### src/design/vqw_consts.svh
// Named offsets, field positions, reset values and codes of the walker.
// Assumes inclusion by bare name from the walker module and the bench top.
`ifndef VQW_CONSTS_SVH
`define VQW_CONSTS_SVH
`define VQW_OFS_CTRL     12'h000
`define VQW_OFS_QLOG     12'h004
`define VQW_OFS_DESC     12'h008
`define VQW_OFS_AVAIL    12'h00C
`define VQW_OFS_USED     12'h010
`define VQW_OFS_STAT     12'h014
`define VQW_OFS_IDX      12'h018
`define VQW_CTRL_EN      0
`define VQW_CTRL_EVT     1
`define VQW_RST_WORD     32'h0000_0000
`define VQW_RST_QLOG     4'h0
`define VQW_F_NEXT       0
`define VQW_F_WRITE      1
`define VQW_F_IND        2
`define VQW_RING_HDR     32'h0000_0004
`define VQW_LEN_OFS      32'h0000_0004
`define VQW_BE_HI        4'hC
`define VQW_BE_ALL       4'hF
`define VQW_LAST_BEAT    2'h3
`define VQW_ERR_NONE     3'h0
`define VQW_ERR_LONG     3'h1
`define VQW_ERR_NEST     3'h2
`define VQW_ERR_INDNEXT  3'h3
`define VQW_ERR_RANGE    3'h4
`endif

### src/design/vqw_pkg.sv
// Types shared by the descriptor walker and its surroundings.
// Assumes the constants header is on the include path.
`default_nettype none
package vqw_pkg;
  typedef enum logic [3:0] {
    S_IDLE, S_AIDX, S_HEAD, S_DESC, S_EMIT, S_WAIT,
    S_WID, S_WLEN, S_WUIDX, S_EVT, S_HALT
  } vqw_state_e;

  // One buffer of a walked chain, handed to the user side.
  typedef struct packed {
    logic [63:0] addr;
    logic [31:0] len;
    logic        write;
    logic        last;
    logic [15:0] head;
  } vqw_elem_s;

  // One word access to guest memory.
  typedef struct packed {
    logic        we;
    logic [31:0] addr;
    logic [3:0]  be;
    logic [31:0] wdata;
  } vqw_memreq_s;
endpackage
`default_nettype wire

### src/design/vqw_walker.sv
// Split virtqueue descriptor walker with an APB register slave.
// Assumes a word memory port that answers with mem_ack_in on core_clk_in.
// Rules of the document for this block and its driver
// RULE1 - Any split of a message across descriptors is accepted.
// RULE2 - Driver puts writable descriptors after readable ones.
// RULE3 - Descriptor is 16 bytes: address, length, flags, next.
// RULE4 - Flag 1 continues, 2 marks writable, 4 marks indirect table.
// RULE5 - Continuation flag fetches the next index; clear flag ends chain.
// RULE6 - Table has queue-size entries, which bounds chain length.
// RULE7 - Never write readable buffers; do not read writable ones.
// RULE8 - Driver keeps chain total below four gigabytes, so no loops.
// RULE9 - Indirect table holds length/16 entries, walked from entry zero.
// RULE10 - Driver uses indirect only when negotiated and never nested.
// RULE11 - Driver builds no chain longer than the queue size.
// RULE12 - Driver never sets indirect and continuation together.
// RULE13 - Writable flag on an indirect pointer is ignored.
// RULE14 - Linked descriptors may end in one indirect descriptor.
// RULE15 - Available ring is flags, index, heads, used_event; read only.
// RULE16 - Available index is free-running from zero, taken modulo size.
// RULE17 - Without event index, interrupt when available flags are zero.
// RULE18 - With event index, interrupt when used index equals used_event.
// RULE19 - Event index compare wraps at sixteen bits.
// RULE20 - Driver writes flags zero or one, zero with event index.
// RULE21 - Driver tolerates spurious interrupts.
// RULE22 - Used entry is a 32-bit head index then 32-bit written count.
// RULE23 - Queue size is a power of two up to 32768; index is masked.
// RULE24 - Reset clears both indices and drops any partial chain.
// RULE25 - Overlong, nested or indirect-plus-next chains halt with error.
`timescale 1ns/1ps
`default_nettype none
`include "vqw_consts.svh"
module vqw_walker
  import vqw_pkg::*;
(
  input  wire logic        core_clk_in,
  input  wire logic        nrst_in,
  input  wire logic        psel_in,
  input  wire logic        penable_in,
  input  wire logic        pwrite_in,
  input  wire logic [11:0] paddr_in,
  input  wire logic [31:0] pwdata_in,
  output logic      [31:0] prdata_out,
  output logic             pready_out,
  output logic             pslverr_out,
  output logic             mem_req_out,
  output vqw_memreq_s      mem_cmd_out,
  input  wire logic [31:0] mem_rdata_in,
  input  wire logic        mem_ack_in,
  output logic             elem_valid_out,
  output vqw_elem_s        elem_out,
  input  wire logic        elem_ready_in,
  input  wire logic        done_in,
  input  wire logic [31:0] done_len_in,
  output logic             irq_out,
  output logic             err_out
);
  logic              en_q, en_d, evt_q, evt_d;
  logic [3:0]        qlog_q, qlog_d;
  logic [31:0]       dbase_q, dbase_d, abase_q, abase_d, ubase_q, ubase_d;
  logic [31:0]       prdata_q, prdata_d;
  logic              apb_acc, apb_hit, err_clr;
  vqw_state_e        st_q, st_d;
  logic [1:0]        beat_q, beat_d;
  logic [27:0]       cnt_q, cnt_d, ient_q, ient_d, lim;
  logic              ind_q, ind_d, irq_q, irq_d, err_q, err_d;
  logic [31:0]       ibase_q, ibase_d, dlen_q, dlen_d;
  logic [31:0]       w0_q, w0_d, w1_q, w1_d, w2_q, w2_d;
  logic [15:0]       cur_q, cur_d, head_q, head_d;
  logic [15:0]       lavail_q, lavail_d, uidx_q, uidx_d;
  logic [2:0]        ecode_q, ecode_d;
  vqw_elem_s         elem_q, elem_d;
  logic [16:0]       qsize;
  logic [15:0]       qmask, hsel, esel, dflags, dnext;
  logic [31:0]       hd_addr, ev_addr, tbase;

  // Queue size is a power of two; ring slots come from masking the index.
  assign qsize   = 17'(17'h1 << qlog_q); // see RULE23
  assign qmask   = 16'(qsize - 17'h1);
  assign hd_addr = abase_q + `VQW_RING_HDR + {15'h0, lavail_q & qmask, 1'b0};
  assign ev_addr = abase_q + `VQW_RING_HDR + {14'h0, qsize, 1'b0};
  assign hsel    = hd_addr[1] ? mem_rdata_in[31:16] : mem_rdata_in[15:0];
  assign esel    = ev_addr[1] ? mem_rdata_in[31:16] : mem_rdata_in[15:0];
  assign dflags  = mem_rdata_in[15:0];
  assign dnext   = mem_rdata_in[31:16];
  assign tbase   = ind_q ? ibase_q : dbase_q;
  assign lim     = ind_q ? ient_q : {11'h0, qsize};

  // APB decode: zero-wait access phase, read data latched in setup.
  assign apb_acc     = psel_in & penable_in;
  assign pready_out  = apb_acc;
  assign pslverr_out = apb_acc & ~apb_hit;
  assign prdata_out  = prdata_q;
  assign err_clr     = apb_acc & pwrite_in & (paddr_in == `VQW_OFS_STAT)
                       & pwdata_in[0];

  // Register file next values and read multiplexer.
  always_comb begin
    en_d     = en_q;
    evt_d    = evt_q;
    qlog_d   = qlog_q;
    dbase_d  = dbase_q;
    abase_d  = abase_q;
    ubase_d  = ubase_q;
    prdata_d = `VQW_RST_WORD;
    apb_hit  = 1'b1;
    unique case (paddr_in)
      `VQW_OFS_CTRL:  prdata_d = {30'h0, evt_q, en_q};
      `VQW_OFS_QLOG:  prdata_d = {28'h0, qlog_q};
      `VQW_OFS_DESC:  prdata_d = dbase_q;
      `VQW_OFS_AVAIL: prdata_d = abase_q;
      `VQW_OFS_USED:  prdata_d = ubase_q;
      `VQW_OFS_STAT:  prdata_d = {27'h0, ecode_q, st_q != S_IDLE, err_q};
      `VQW_OFS_IDX:   prdata_d = {uidx_q, lavail_q};
      default: apb_hit = 1'b0;
    endcase
    if (!(psel_in & ~penable_in)) prdata_d = prdata_q;
    if (apb_acc & pwrite_in) begin
      unique case (paddr_in)
        `VQW_OFS_CTRL: begin
          en_d  = pwdata_in[`VQW_CTRL_EN];
          evt_d = pwdata_in[`VQW_CTRL_EVT];
        end
        `VQW_OFS_QLOG:  qlog_d = pwdata_in[3:0];
        `VQW_OFS_DESC:  dbase_d = pwdata_in;
        `VQW_OFS_AVAIL: abase_d = pwdata_in;
        `VQW_OFS_USED:  ubase_d = pwdata_in;
        default: ;
      endcase
    end
  end

  // Register file flip-flops.
  always_ff @(posedge core_clk_in or negedge nrst_in) begin
    if (!nrst_in) begin
      en_q     <= 1'b0;
      evt_q    <= 1'b0;
      qlog_q   <= `VQW_RST_QLOG;
      dbase_q  <= `VQW_RST_WORD;
      abase_q  <= `VQW_RST_WORD;
      ubase_q  <= `VQW_RST_WORD;
      prdata_q <= `VQW_RST_WORD;
    end else begin
      en_q     <= en_d;
      evt_q    <= evt_d;
      qlog_q   <= qlog_d;
      dbase_q  <= dbase_d;
      abase_q  <= abase_d;
      ubase_q  <= ubase_d;
      prdata_q <= prdata_d;
    end
  end

  // Memory command for the current state; only ring words are written.
  always_comb begin
    mem_req_out       = 1'b1;
    mem_cmd_out       = '0;
    mem_cmd_out.be    = `VQW_BE_ALL;
    unique case (st_q)
      S_AIDX: mem_cmd_out.addr = abase_q; // see RULE15
      S_HEAD: mem_cmd_out.addr = {hd_addr[31:2], 2'b00};
      S_DESC: mem_cmd_out.addr = tbase + {12'h0, cur_q, 4'h0}
                                 + {28'h0, beat_q, 2'b00}; // see RULE3
      S_WID: begin
        mem_cmd_out.we    = 1'b1; // see RULE7
        mem_cmd_out.addr  = ubase_q + `VQW_RING_HDR
                            + {13'h0, uidx_q & qmask, 3'h0};
        mem_cmd_out.wdata = {16'h0, head_q}; // see RULE22
      end
      S_WLEN: begin
        mem_cmd_out.we    = 1'b1;
        mem_cmd_out.addr  = ubase_q + `VQW_RING_HDR + `VQW_LEN_OFS
                            + {13'h0, uidx_q & qmask, 3'h0};
        mem_cmd_out.wdata = dlen_q;
      end
      S_WUIDX: begin
        mem_cmd_out.we    = 1'b1;
        mem_cmd_out.addr  = ubase_q;
        mem_cmd_out.be    = `VQW_BE_HI;
        mem_cmd_out.wdata = {16'(uidx_q + 16'h1), 16'h0};
      end
      S_EVT: mem_cmd_out.addr = evt_q ? {ev_addr[31:2], 2'b00} : abase_q;
      default: mem_req_out = 1'b0;
    endcase
  end

  assign elem_valid_out = (st_q == S_EMIT);
  assign elem_out       = elem_q;
  assign irq_out        = irq_q;
  assign err_out        = err_q;

  // Walker next state: fetch heads, walk chains, post used entries.
  always_comb begin
    st_d = st_q;  beat_d = beat_q;  cnt_d = cnt_q;  ind_d = ind_q;
    ient_d = ient_q;  ibase_d = ibase_q;  dlen_d = dlen_q;
    w0_d = w0_q;  w1_d = w1_q;  w2_d = w2_q;  cur_d = cur_q;
    head_d = head_q;  lavail_d = lavail_q;  uidx_d = uidx_q;
    ecode_d = ecode_q;  elem_d = elem_q;  irq_d = 1'b0;  err_d = err_q;
    if (err_clr) begin
      err_d   = 1'b0;
      ecode_d = `VQW_ERR_NONE;
    end
    unique case (st_q)
      S_IDLE: if (en_q && !err_q) st_d = S_AIDX;
      S_AIDX: if (mem_ack_in) begin // see RULE16
        // Slots below the driver's index are ready to consume.
        st_d = (mem_rdata_in[31:16] != lavail_q) ? S_HEAD : S_IDLE;
      end
      S_HEAD: if (mem_ack_in) begin
        head_d = hsel;
        cur_d  = hsel;
        ind_d  = 1'b0;
        cnt_d  = 28'h1;
        beat_d = 2'h0;
        st_d   = S_DESC;
        if ({1'b0, hsel} >= qsize) begin
          st_d = S_HALT;
          err_d = 1'b1;
          ecode_d = `VQW_ERR_RANGE;
        end
      end
      S_DESC: if (mem_ack_in) begin
        beat_d = 2'(beat_q + 2'h1);
        unique case (beat_q)
          2'h0: w0_d = mem_rdata_in;
          2'h1: w1_d = mem_rdata_in;
          2'h2: w2_d = mem_rdata_in;
          default: ;
        endcase
        if (beat_q == `VQW_LAST_BEAT) begin // Beat count wraps to zero.
          if (dflags[`VQW_F_IND]) begin
            // Direction of the pointer itself is ignored.
            st_d = S_HALT; // see RULE13, RULE25
            err_d = 1'b1;
            if (ind_q) ecode_d = `VQW_ERR_NEST;
            else if (dflags[`VQW_F_NEXT]) ecode_d = `VQW_ERR_INDNEXT;
            else if (w2_q[31:4] == 28'h0) ecode_d = `VQW_ERR_RANGE;
            else begin
              st_d    = S_DESC; // see RULE9, RULE14
              err_d   = err_q & ~err_clr;
              ind_d   = 1'b1;
              ibase_d = w0_q;
              ient_d  = w2_q[31:4];
              cur_d   = 16'h0;
              cnt_d   = 28'h1;
            end
          end else begin
            elem_d = '{addr: {w1_q, w0_q}, len: w2_q,
                       write: dflags[`VQW_F_WRITE], // see RULE4
                       last: ~dflags[`VQW_F_NEXT], head: head_q};
            cur_d = dnext; // see RULE5
            st_d  = S_EMIT;
          end
        end
      end
      S_EMIT: if (elem_ready_in) begin
        if (elem_q.last) st_d = S_WAIT;
        else if (cnt_q >= lim) begin
          st_d = S_HALT; // see RULE6, RULE25
          err_d = 1'b1;
          ecode_d = `VQW_ERR_LONG;
        end else if ({12'h0, cur_q} >= lim) begin
          st_d = S_HALT;
          err_d = 1'b1;
          ecode_d = `VQW_ERR_RANGE;
        end else begin
          cnt_d = 28'(cnt_q + 28'h1); // see RULE1
          st_d  = S_DESC;
        end
      end
      S_WAIT: if (done_in) begin
        dlen_d = done_len_in;
        st_d   = S_WID;
      end
      S_WID:   if (mem_ack_in) st_d = S_WLEN;
      S_WLEN:  if (mem_ack_in) st_d = S_WUIDX;
      S_WUIDX: if (mem_ack_in) st_d = S_EVT;
      S_EVT: if (mem_ack_in) begin
        // Interrupt decision follows the negotiated suppression scheme.
        irq_d = evt_q ? (esel == uidx_q) // see RULE18, RULE19
                      : (mem_rdata_in[15:0] == 16'h0); // see RULE17
        uidx_d   = 16'(uidx_q + 16'h1);
        lavail_d = 16'(lavail_q + 16'h1);
        st_d     = S_IDLE;
      end
      S_HALT: if (!err_q) st_d = S_IDLE;
    endcase
  end

  // Walker flip-flops; reset drops any partly walked chain.
  always_ff @(posedge core_clk_in or negedge nrst_in) begin
    if (!nrst_in) begin
      st_q <= S_IDLE;  beat_q <= 2'h0;  cnt_q <= 28'h0;  ind_q <= 1'b0;
      ient_q <= 28'h0;  ibase_q <= `VQW_RST_WORD;  dlen_q <= `VQW_RST_WORD;
      w0_q <= `VQW_RST_WORD;  w1_q <= `VQW_RST_WORD;  w2_q <= `VQW_RST_WORD;
      cur_q <= 16'h0;  head_q <= 16'h0;  elem_q <= '0;
      lavail_q <= 16'h0;  uidx_q <= 16'h0; // see RULE24
      ecode_q <= `VQW_ERR_NONE;  irq_q <= 1'b0;  err_q <= 1'b0;
    end else begin
      st_q <= st_d;  beat_q <= beat_d;  cnt_q <= cnt_d;  ind_q <= ind_d;
      ient_q <= ient_d;  ibase_q <= ibase_d;  dlen_q <= dlen_d;
      w0_q <= w0_d;  w1_q <= w1_d;  w2_q <= w2_d;
      cur_q <= cur_d;  head_q <= head_d;  elem_q <= elem_d;
      lavail_q <= lavail_d;  uidx_q <= uidx_d;
      ecode_q <= ecode_d;  irq_q <= irq_d;  err_q <= err_d;
    end
  end

  a_write_only_ring: assert property (@(posedge core_clk_in) // see RULE7
    disable iff (!nrst_in) mem_req_out && mem_cmd_out.we |->
    st_q inside {S_WID, S_WLEN, S_WUIDX}) else $error("buffer write");
  a_used_idx_lanes: assert property (@(posedge core_clk_in) // see RULE22
    disable iff (!nrst_in) st_q == S_WUIDX |-> mem_cmd_out.be == `VQW_BE_HI
    && mem_cmd_out.wdata[31:16] == 16'(uidx_q + 16'h1))
    else $error("used index write wrong");
  a_ind_enter: assert property (@(posedge core_clk_in) // see RULE9
    disable iff (!nrst_in) st_q == S_DESC && mem_ack_in && beat_q == 2'h3
    && dflags[2] && !ind_q && !dflags[0] && w2_q[31:4] != 28'h0 |=>
    st_q == S_DESC && ind_q && cur_q == 16'h0 && ient_q == $past(w2_q[31:4]))
    else $error("indirect table not entered");
  a_nest_halts: assert property (@(posedge core_clk_in) // see RULE25
    disable iff (!nrst_in) st_q == S_DESC && mem_ack_in && beat_q == 2'h3
    && dflags[2] && ind_q |=> err_q && ecode_q == 3'h2 && st_q == S_HALT)
    else $error("nested table not flagged");
  a_irq_flags: assert property (@(posedge core_clk_in) // see RULE17
    disable iff (!nrst_in) st_q == S_EVT && mem_ack_in && !evt_q |=>
    irq_out == ($past(mem_rdata_in[15:0]) == 16'h0))
    else $error("flags interrupt wrong");
  a_irq_event: assert property (@(posedge core_clk_in) // see RULE18
    disable iff (!nrst_in) irq_out |-> $past(st_q) == S_EVT &&
    (!evt_q || $past(esel) == 16'(uidx_q - 16'h1)))
    else $error("event interrupt wrong");
  a_used_step: assert property (@(posedge core_clk_in) // see RULE19
    disable iff (!nrst_in) uidx_q != $past(uidx_q) |->
    uidx_q == 16'($past(uidx_q) + 16'h1) && lavail_q != $past(lavail_q))
    else $error("used index step wrong");
  a_elem_hold: assert property (@(posedge core_clk_in) // see RULE5
    disable iff (!nrst_in) elem_valid_out && !elem_ready_in |=>
    elem_valid_out && $stable(elem_out)) else $error("element dropped");
  a_chain_bound: assert property (@(posedge core_clk_in) // see RULE6
    disable iff (!nrst_in) st_q == S_DESC && !ind_q |->
    cnt_q <= {11'h0, qsize}) else $error("chain exceeds queue size");
endmodule
`default_nettype wire

### config.mk
export PLATFORM = sky130hd
export DESIGN_NAME = vqw_walker
export DESIGN_NICKNAME = d
export VERILOG_FILES = /design/src/design/vqw_pkg.sv /design/src/design/vqw_walker.sv
export VERILOG_INCLUDE_DIRS = /design/src /design/src/design
export SDC_FILE = /design/constraint.sdc
export NUM_CORES = 1
export LEC_CHECK = 0
export BUFFER_PORTS_ARGS = -buffer_cell sky130_fd_sc_hd__buf_2
export CAP_MARGIN = 25
export CORE_MARGIN = 3
export CORE_UTILIZATION = 40
export DETAILED_ROUTE_END_ITERATION = 8
export PLACE_DENSITY_LB_ADDON = 0.1
export SETUP_SLACK_MARGIN = 0.15
export SYNTH_ARGS = -nofsm -noshare
export SYNTH_HDL_FRONTEND = slang
export SYNTH_SLANG_ARGS = --single-unit
### constraint.sdc
create_clock -name core_clk_in -period 6.2 [get_ports core_clk_in]
set_input_delay 0.31 -clock core_clk_in [delete_from_list [all_inputs] [get_ports core_clk_in]]
set_output_delay 0.31 -clock core_clk_in [all_outputs]
set_load 0.05 [all_outputs]
### Word level (Yosys, flattened, before mapping)

Cells that the tools add are included.
Widths: inputs -> output; s select.

| operators by class | value |
|---|---|
| $add $sub $neg | 14 |
| $lt $le $gt $ge | 3 |
| equal/unequal tests | 43 |
| shift-type cells | 1 |
| multiplexer cells | 96 |
| bitwise operators | 16 |
| reduce and logical (&&, ||, !) cells | 31 |

Operator list:

| kind | number |
|---|---|
| $pmux 32 s7 | 2 |
| $mux 28 | 12 |
| $mux 16 | 9 |
| $add 32x3->32 const B | 3 |
| $pmux 32 s3 | 1 |
| $pmux 28 s3 | 1 |
| $mux 4 | 20 |
| $add 32x19->32 | 2 |
| $mux 32 | 2 |
| $pmux 4 s11 | 1 |
| $mux 3 | 13 |
| $eq 12x5->1 const B | 3 |
| $ne 2x2->1 const B | 18 |
| $add 16x1->16 const B | 2 |
| $add 32x17->32 | 1 |
| $add 32x18->32 | 1 |
| $add 32x20->32 | 1 |
| $add 32x4->32 | 1 |
| $and 16x16->16 | 2 |
| $pmux 16 s2 | 1 |
| $add 28x1->28 const B | 1 |
| $ge 16x28->1 | 1 |
| $ge 28x28->1 | 1 |
| $logic_not 28->1 | 1 |
| other kinds (41) | 104 |

| storage, ports and cells | value |
|---|---|
| register bits after elaboration | 540 |
| input bits | 116 |
| output and inout port bits | 221 |
| logic and storage cells | 233 |

### Depth between registers and ports, before layout

| depth | value |
|---|---|
| depth after elaboration | 13 |
| depth in mapped cells | 23 |
| mapped depth without buffers | 20 |

### Least setup slack after synthesis

OpenSTA, ideal clock, no wires.

| timing path | value |
|---|---|
| kind | reg2out |
| from | reg ind_q |
| to | out mem_cmd_out[58] in the netlist's numbering |
| arrival time | 4.972 ns |
| required time | 5.890 ns |
| slack | 0.918 ns |
| stages on the path, launching flop included | 17 |
| buffers on the path | 4 |
| cell sequence | dfrtp_1 -> clkbuf_1 -> clkbuf_1 -> buf_1 -> clkbuf_1 -> mux2_2 -> ha_1 -> fa_1 -> a211oi_1 -> nor2_1 -> o31ai_1 -> a31oi_1 -> a31oi_1 -> o21ai_1 -> nand2_1 -> nand2_1 -> o21ai_0 |

RTL lines:

| what | RTL line | RTL |
|---|---|---|
| start: declaration | vqw_walker.sv:65 | `logic ind_q, ind_d, irq_q, irq_d, err_q, err_d;` |
| start signal: assignment | vqw_walker.sv:299 | `st_q <= st_d; beat_q <= beat_d; cnt_q <= cnt_d; ind_q <= ind_d;` |
| end: declaration | vqw_walker.sv:46 | `output vqw_memreq_s mem_cmd_out,` |

==> impl_metrics.toml <==
[worst_setup_path]
worstSetupPathType = "flip-flop to output pin"
ff2ff_path_depth = 14
crit_fanout = 9
critical-path-max-stage-delay_ns = 0.80
required_ns = 5.89
crit_path_top_delay_cell = "nor3_1"
cp-start-kind = "flip-flop"
arrival_ns = 5.64
crit_chain = "ha_1 > inv_1 > nor3_1 > buf_4 > nand3_1 > nor3_1 > a21oi_1 > or4_1 > or3_1 > a222oi_1 > o221a_2 > o211ai_1 > buf_2"
end_kind = "output pin"
critical-path-top-delay-family = "simple AND/OR/NAND/NOR gates"
cp_num_buf_inv = 3
r2r_setup_slack_ns = 0.73
critPathMostFrequentCell = "nor3_1"
regToRegStartpoint = "qlog_q[1]$_DFFE_PN0P_"
r2r_end = "ecode_q[1]$_DFF_PN0_"

[synth]
synth.avg_cell_area_um2 = 9.82
syn_area_um2 = 33300
ys_warn_count = 0
synth_ff_type = "dfrtp_1"
ys_ff_latch = 540
ys_seq_area_share_pct = 40.5
synth_edf_count = 0
ys_async_sr_fraction_pct = 100
ys_types = 85
syn-instance-count = 3395

[power_and_ir_drop]
power_density_nw_per_um2 = 324
p_int_mw = 7.83
switchingPower_mw = 4.86
power.leakage_nw = 18.5
clockPowerShare_pct = 32.4
power_frac_comb_pct = 29.0
swShare_pct = 38.3
peakVddDrop_mv = 0.226
seqPwrFrac_pct = 38.7

[place]
place_area_um2 = 36200
io_buffers = 334
gp_congestion = 0.967
dp_hpwl_um = 103000
dp_cells = 4656

[clock_network]
clock-sinks = 540
cts_tree = "yes"
cts_buffer_depth = 3
cts.htree.levels = 3
root_buffer = "clkbuf_16"
cts.clk_slew.worst_paths_ns = 0.06
insertion_delay_ns = 0.64
cts_buffers = 66
post_cts_buffers = 0

[route]
drtIter0Drc = 2824
dr_total_vias = 29063
drt_pass1_iterations = 6
wl_per_cell_um = 28.9
drc = 0
wirelength_um = 140000
avgViaCountPerCell = 6.01
drtAntennaViolNets = 0

[final_layout]
mostFrequentLayoutCell = "dfrtp_1"
seqCellArea_um2 = 13500
finalNetCount = 3963
utilization_pct = 47.5
drive_above_1_share_pct = 25.8
final_cell_mix = "dfrtp_1 (539), mux2_2 (419), buf_2 (332), nand2_1 (316), o21ai_0 (258)"
postLayoutCellArea_um2 = 39100
final_cells = 4833
multiInputGateArea_um2 = 18800
fillCellCount = 7866
layout-area-overhead-vs-synth_pct = 17.4

[grt]
overflow = 0
antenna_found_initial = 15
grt_first_pass_wirelength_um = 202000
grt_pass1_vias = 28334
grt_max_degree = 165
grtUsageTotal_pct = 31.8

[timing]
post-route-min-period_ns = 5.95
tightest_slew_ns = 1.14
fmax_mhz = 168
relSlewSlack_pct = 23.9
tns_ns = 0
final-hold-violation-count = 0
rsz0062_at_grt = "no"
clock_skew_ns = 0.0333
fin_crit_sh_pct = 95.9
finalMaxSlewViolations = 0
finalSetupViolCount = 0

[hold_path]
hold_depth = 2
holdPathEnd = "abase_q[29]$_DFFE_PN0P_"
worstHoldStart = "pwdata_in[29]"
hold_path.class = "input pin to flip-flop"

[floorplanning]
start_util_pct = 40.5
fp.dieH_um = 295
rows = 105
fp.dieArea_um2 = 86900
coreArea_um2 = 82400
io_pins = 337
die_x_um = 295

[flow_run]
max_cap_viol_count = 0

[outcome]
outcome = "finished, final reports clean"
## kinds of logic (layout without fill, tap and decap cells)
| group | after synthesis | in the layout | synth area share (%) |
|---|---|---|---|
| fa+ha+maj | 138 | 138 | 5.27 |
| buf+inv | 300 | 660 | 3.47 |
| compound gates | 752 | 752 | 14.4 |
| flops | 540 | 540 | 40.5 |
| mux | 502 | 502 | 16.7 |
| simple gates | 932 | 932 | 13.6 |
| other cells | 2 | 10 | 0.0225 |
| xor+xnor | 229 | 229 | 6.02 |
## flip-flops by register name, indices dropped and copies added (netlist names), 16 cells and up
| name | count |
|---|---|
| prdata_out | 32 |
| uidx_q | 16 |
| ubase_q | 32 |
| ient_q | 28 |
| w2_q | 32 |
| w1_q | 32 |
| cnt_q | 28 |
| elem_out | 114 |
| abase_q | 32 |
| ibase_q | 32 |
| dbase_q | 32 |
| lavail_q | 16 |
| w0_q | 32 |
| cur_q | 16 |
| dlen_q | 32 |
| head_q | 16 |
## repair_timing
item | 4_1_cts | 5_1_grt
hold buffers | 53 | 0
endpoints found under the hold margin | 145 | 0
endpoints found under the setup margin | 0 | 13
resized for setup | 0 | 9
## cell type report
cell class / instances / share of cell area, %
diodes: 6 / 0.0384
clock buffers: 87 / 4.68
clock inverters: 29 / 1.28
inverters: 80 / 0.767
multi-input cells: 2557 / 47.9
flip-flops and latches: 540 / 34.5
well taps: 1070 / 3.42
repair buffers: 464 / 7.34
## routing by layer
metal | wire length (um) | share of wire, % | track usage (%)
met1 | 59500 | 43 | 43.1
met5 | 27 | 0.019 | 0
met3 | 10900 | 7.8 | 6.19
met4 | 6160 | 4.4 | 12.7
met2 | 62900 | 45 | 50.0
## cells in the mapped netlist (18+ instances only)
cell type	n	area [um^2]
a21o_1	36	270
a221oi_1	18	158
o21a_1	25	188
o211ai_1	30	225
a22o_1	20	175
ha_1	134	1680
nand2_1	316	1190
a31oi_1	39	244
a211oi_1	25	188
mux2_2	419	4720
a22oi_1	38	285
inv_1	78	293
xnor2_1	132	1160
nor2_1	173	649
mux2i_1	81	811
nand2b_1	25	156
a21oi_1	135	676
a222oi_1	19	190
buf_1	32	120
o21ai_0	260	1300
nor2b_1	33	206
and3_1	38	238
nor3_1	58	290
and2_1	32	200
clkbuf_1	177	664
nand4_1	58	363
dfrtp_1	540	13500
xor2_1	97	850
nor4_1	30	188
nand3_1	99	495
## power groups by stage
stage / registers (mW) / clock network, mW / logic (mW)
global placement: 4.95 / 0 / 3.58
detailed placement: 4.96 / 0 / 3.59
floorplan: 4.85 / 0 / 2.18
finish: 4.91 / 4.10 / 3.67
global route: 4.98 / 4.33 / 3.94
CTS: 4.90 / 4.18 / 3.63
## worst reg2reg max path, cell delays in order (launching register included)
cell and delay, ns:
dfrtp_1 0.38, nor2_1 0.29, nand2_1 0.25, and2_1 0.23, ha_1 0.94, mux2i_1 0.59, inv_1 0.10, ha_1 0.32
nand4_1 0.09, or4_1 0.51, a2111oi_0 0.58, o21a_1 0.34, o21ai_0 0.10, a2111oi_0 0.47, o32ai_1 0.16
## worst max-delay path by stage
stage	startpoint	slack, ns	cells past startpoint	to
6_report	abase_q[2]$_DFFE_PN0P_	0.25	13	mem_cmd_out[66]
5_1_grt	abase_q[2]$_DFFE_PN0P_	0.15	13	mem_cmd_out[66]
4_1_cts	qlog_q[1]$_DFFE_PN0P_	0.15	20	mem_cmd_out[58]
3_5_place_dp	qlog_q[0]$_DFFE_PN0P_	0.82	21	mem_cmd_out[58]
3_3_place_gp	abase_q[2]$_DFFE_PN0P_	0.87	13	mem_cmd_out[66]
2_1_floorplan	ind_q$_DFFE_PN0P_	0.92	16	mem_cmd_out[58]
## stage by stage
stage | power, mW | hold WS (ns) | worst slack [ns]
2_1_floorplan | 7.03 | 0.0144 | 0.918
3_3_place_gp | 8.52 | 0.273 | 0.872
3_5_place_dp | 8.55 | 0.271 | 0.821
4_1_cts | 12.7 | 0.000886 | 0.151
5_1_grt | 13.3 | 0.0144 | 0.153
6_report | 12.7 | 0.0231 | 0.253
No activity file was read; power rests on OpenSTA's default activity.
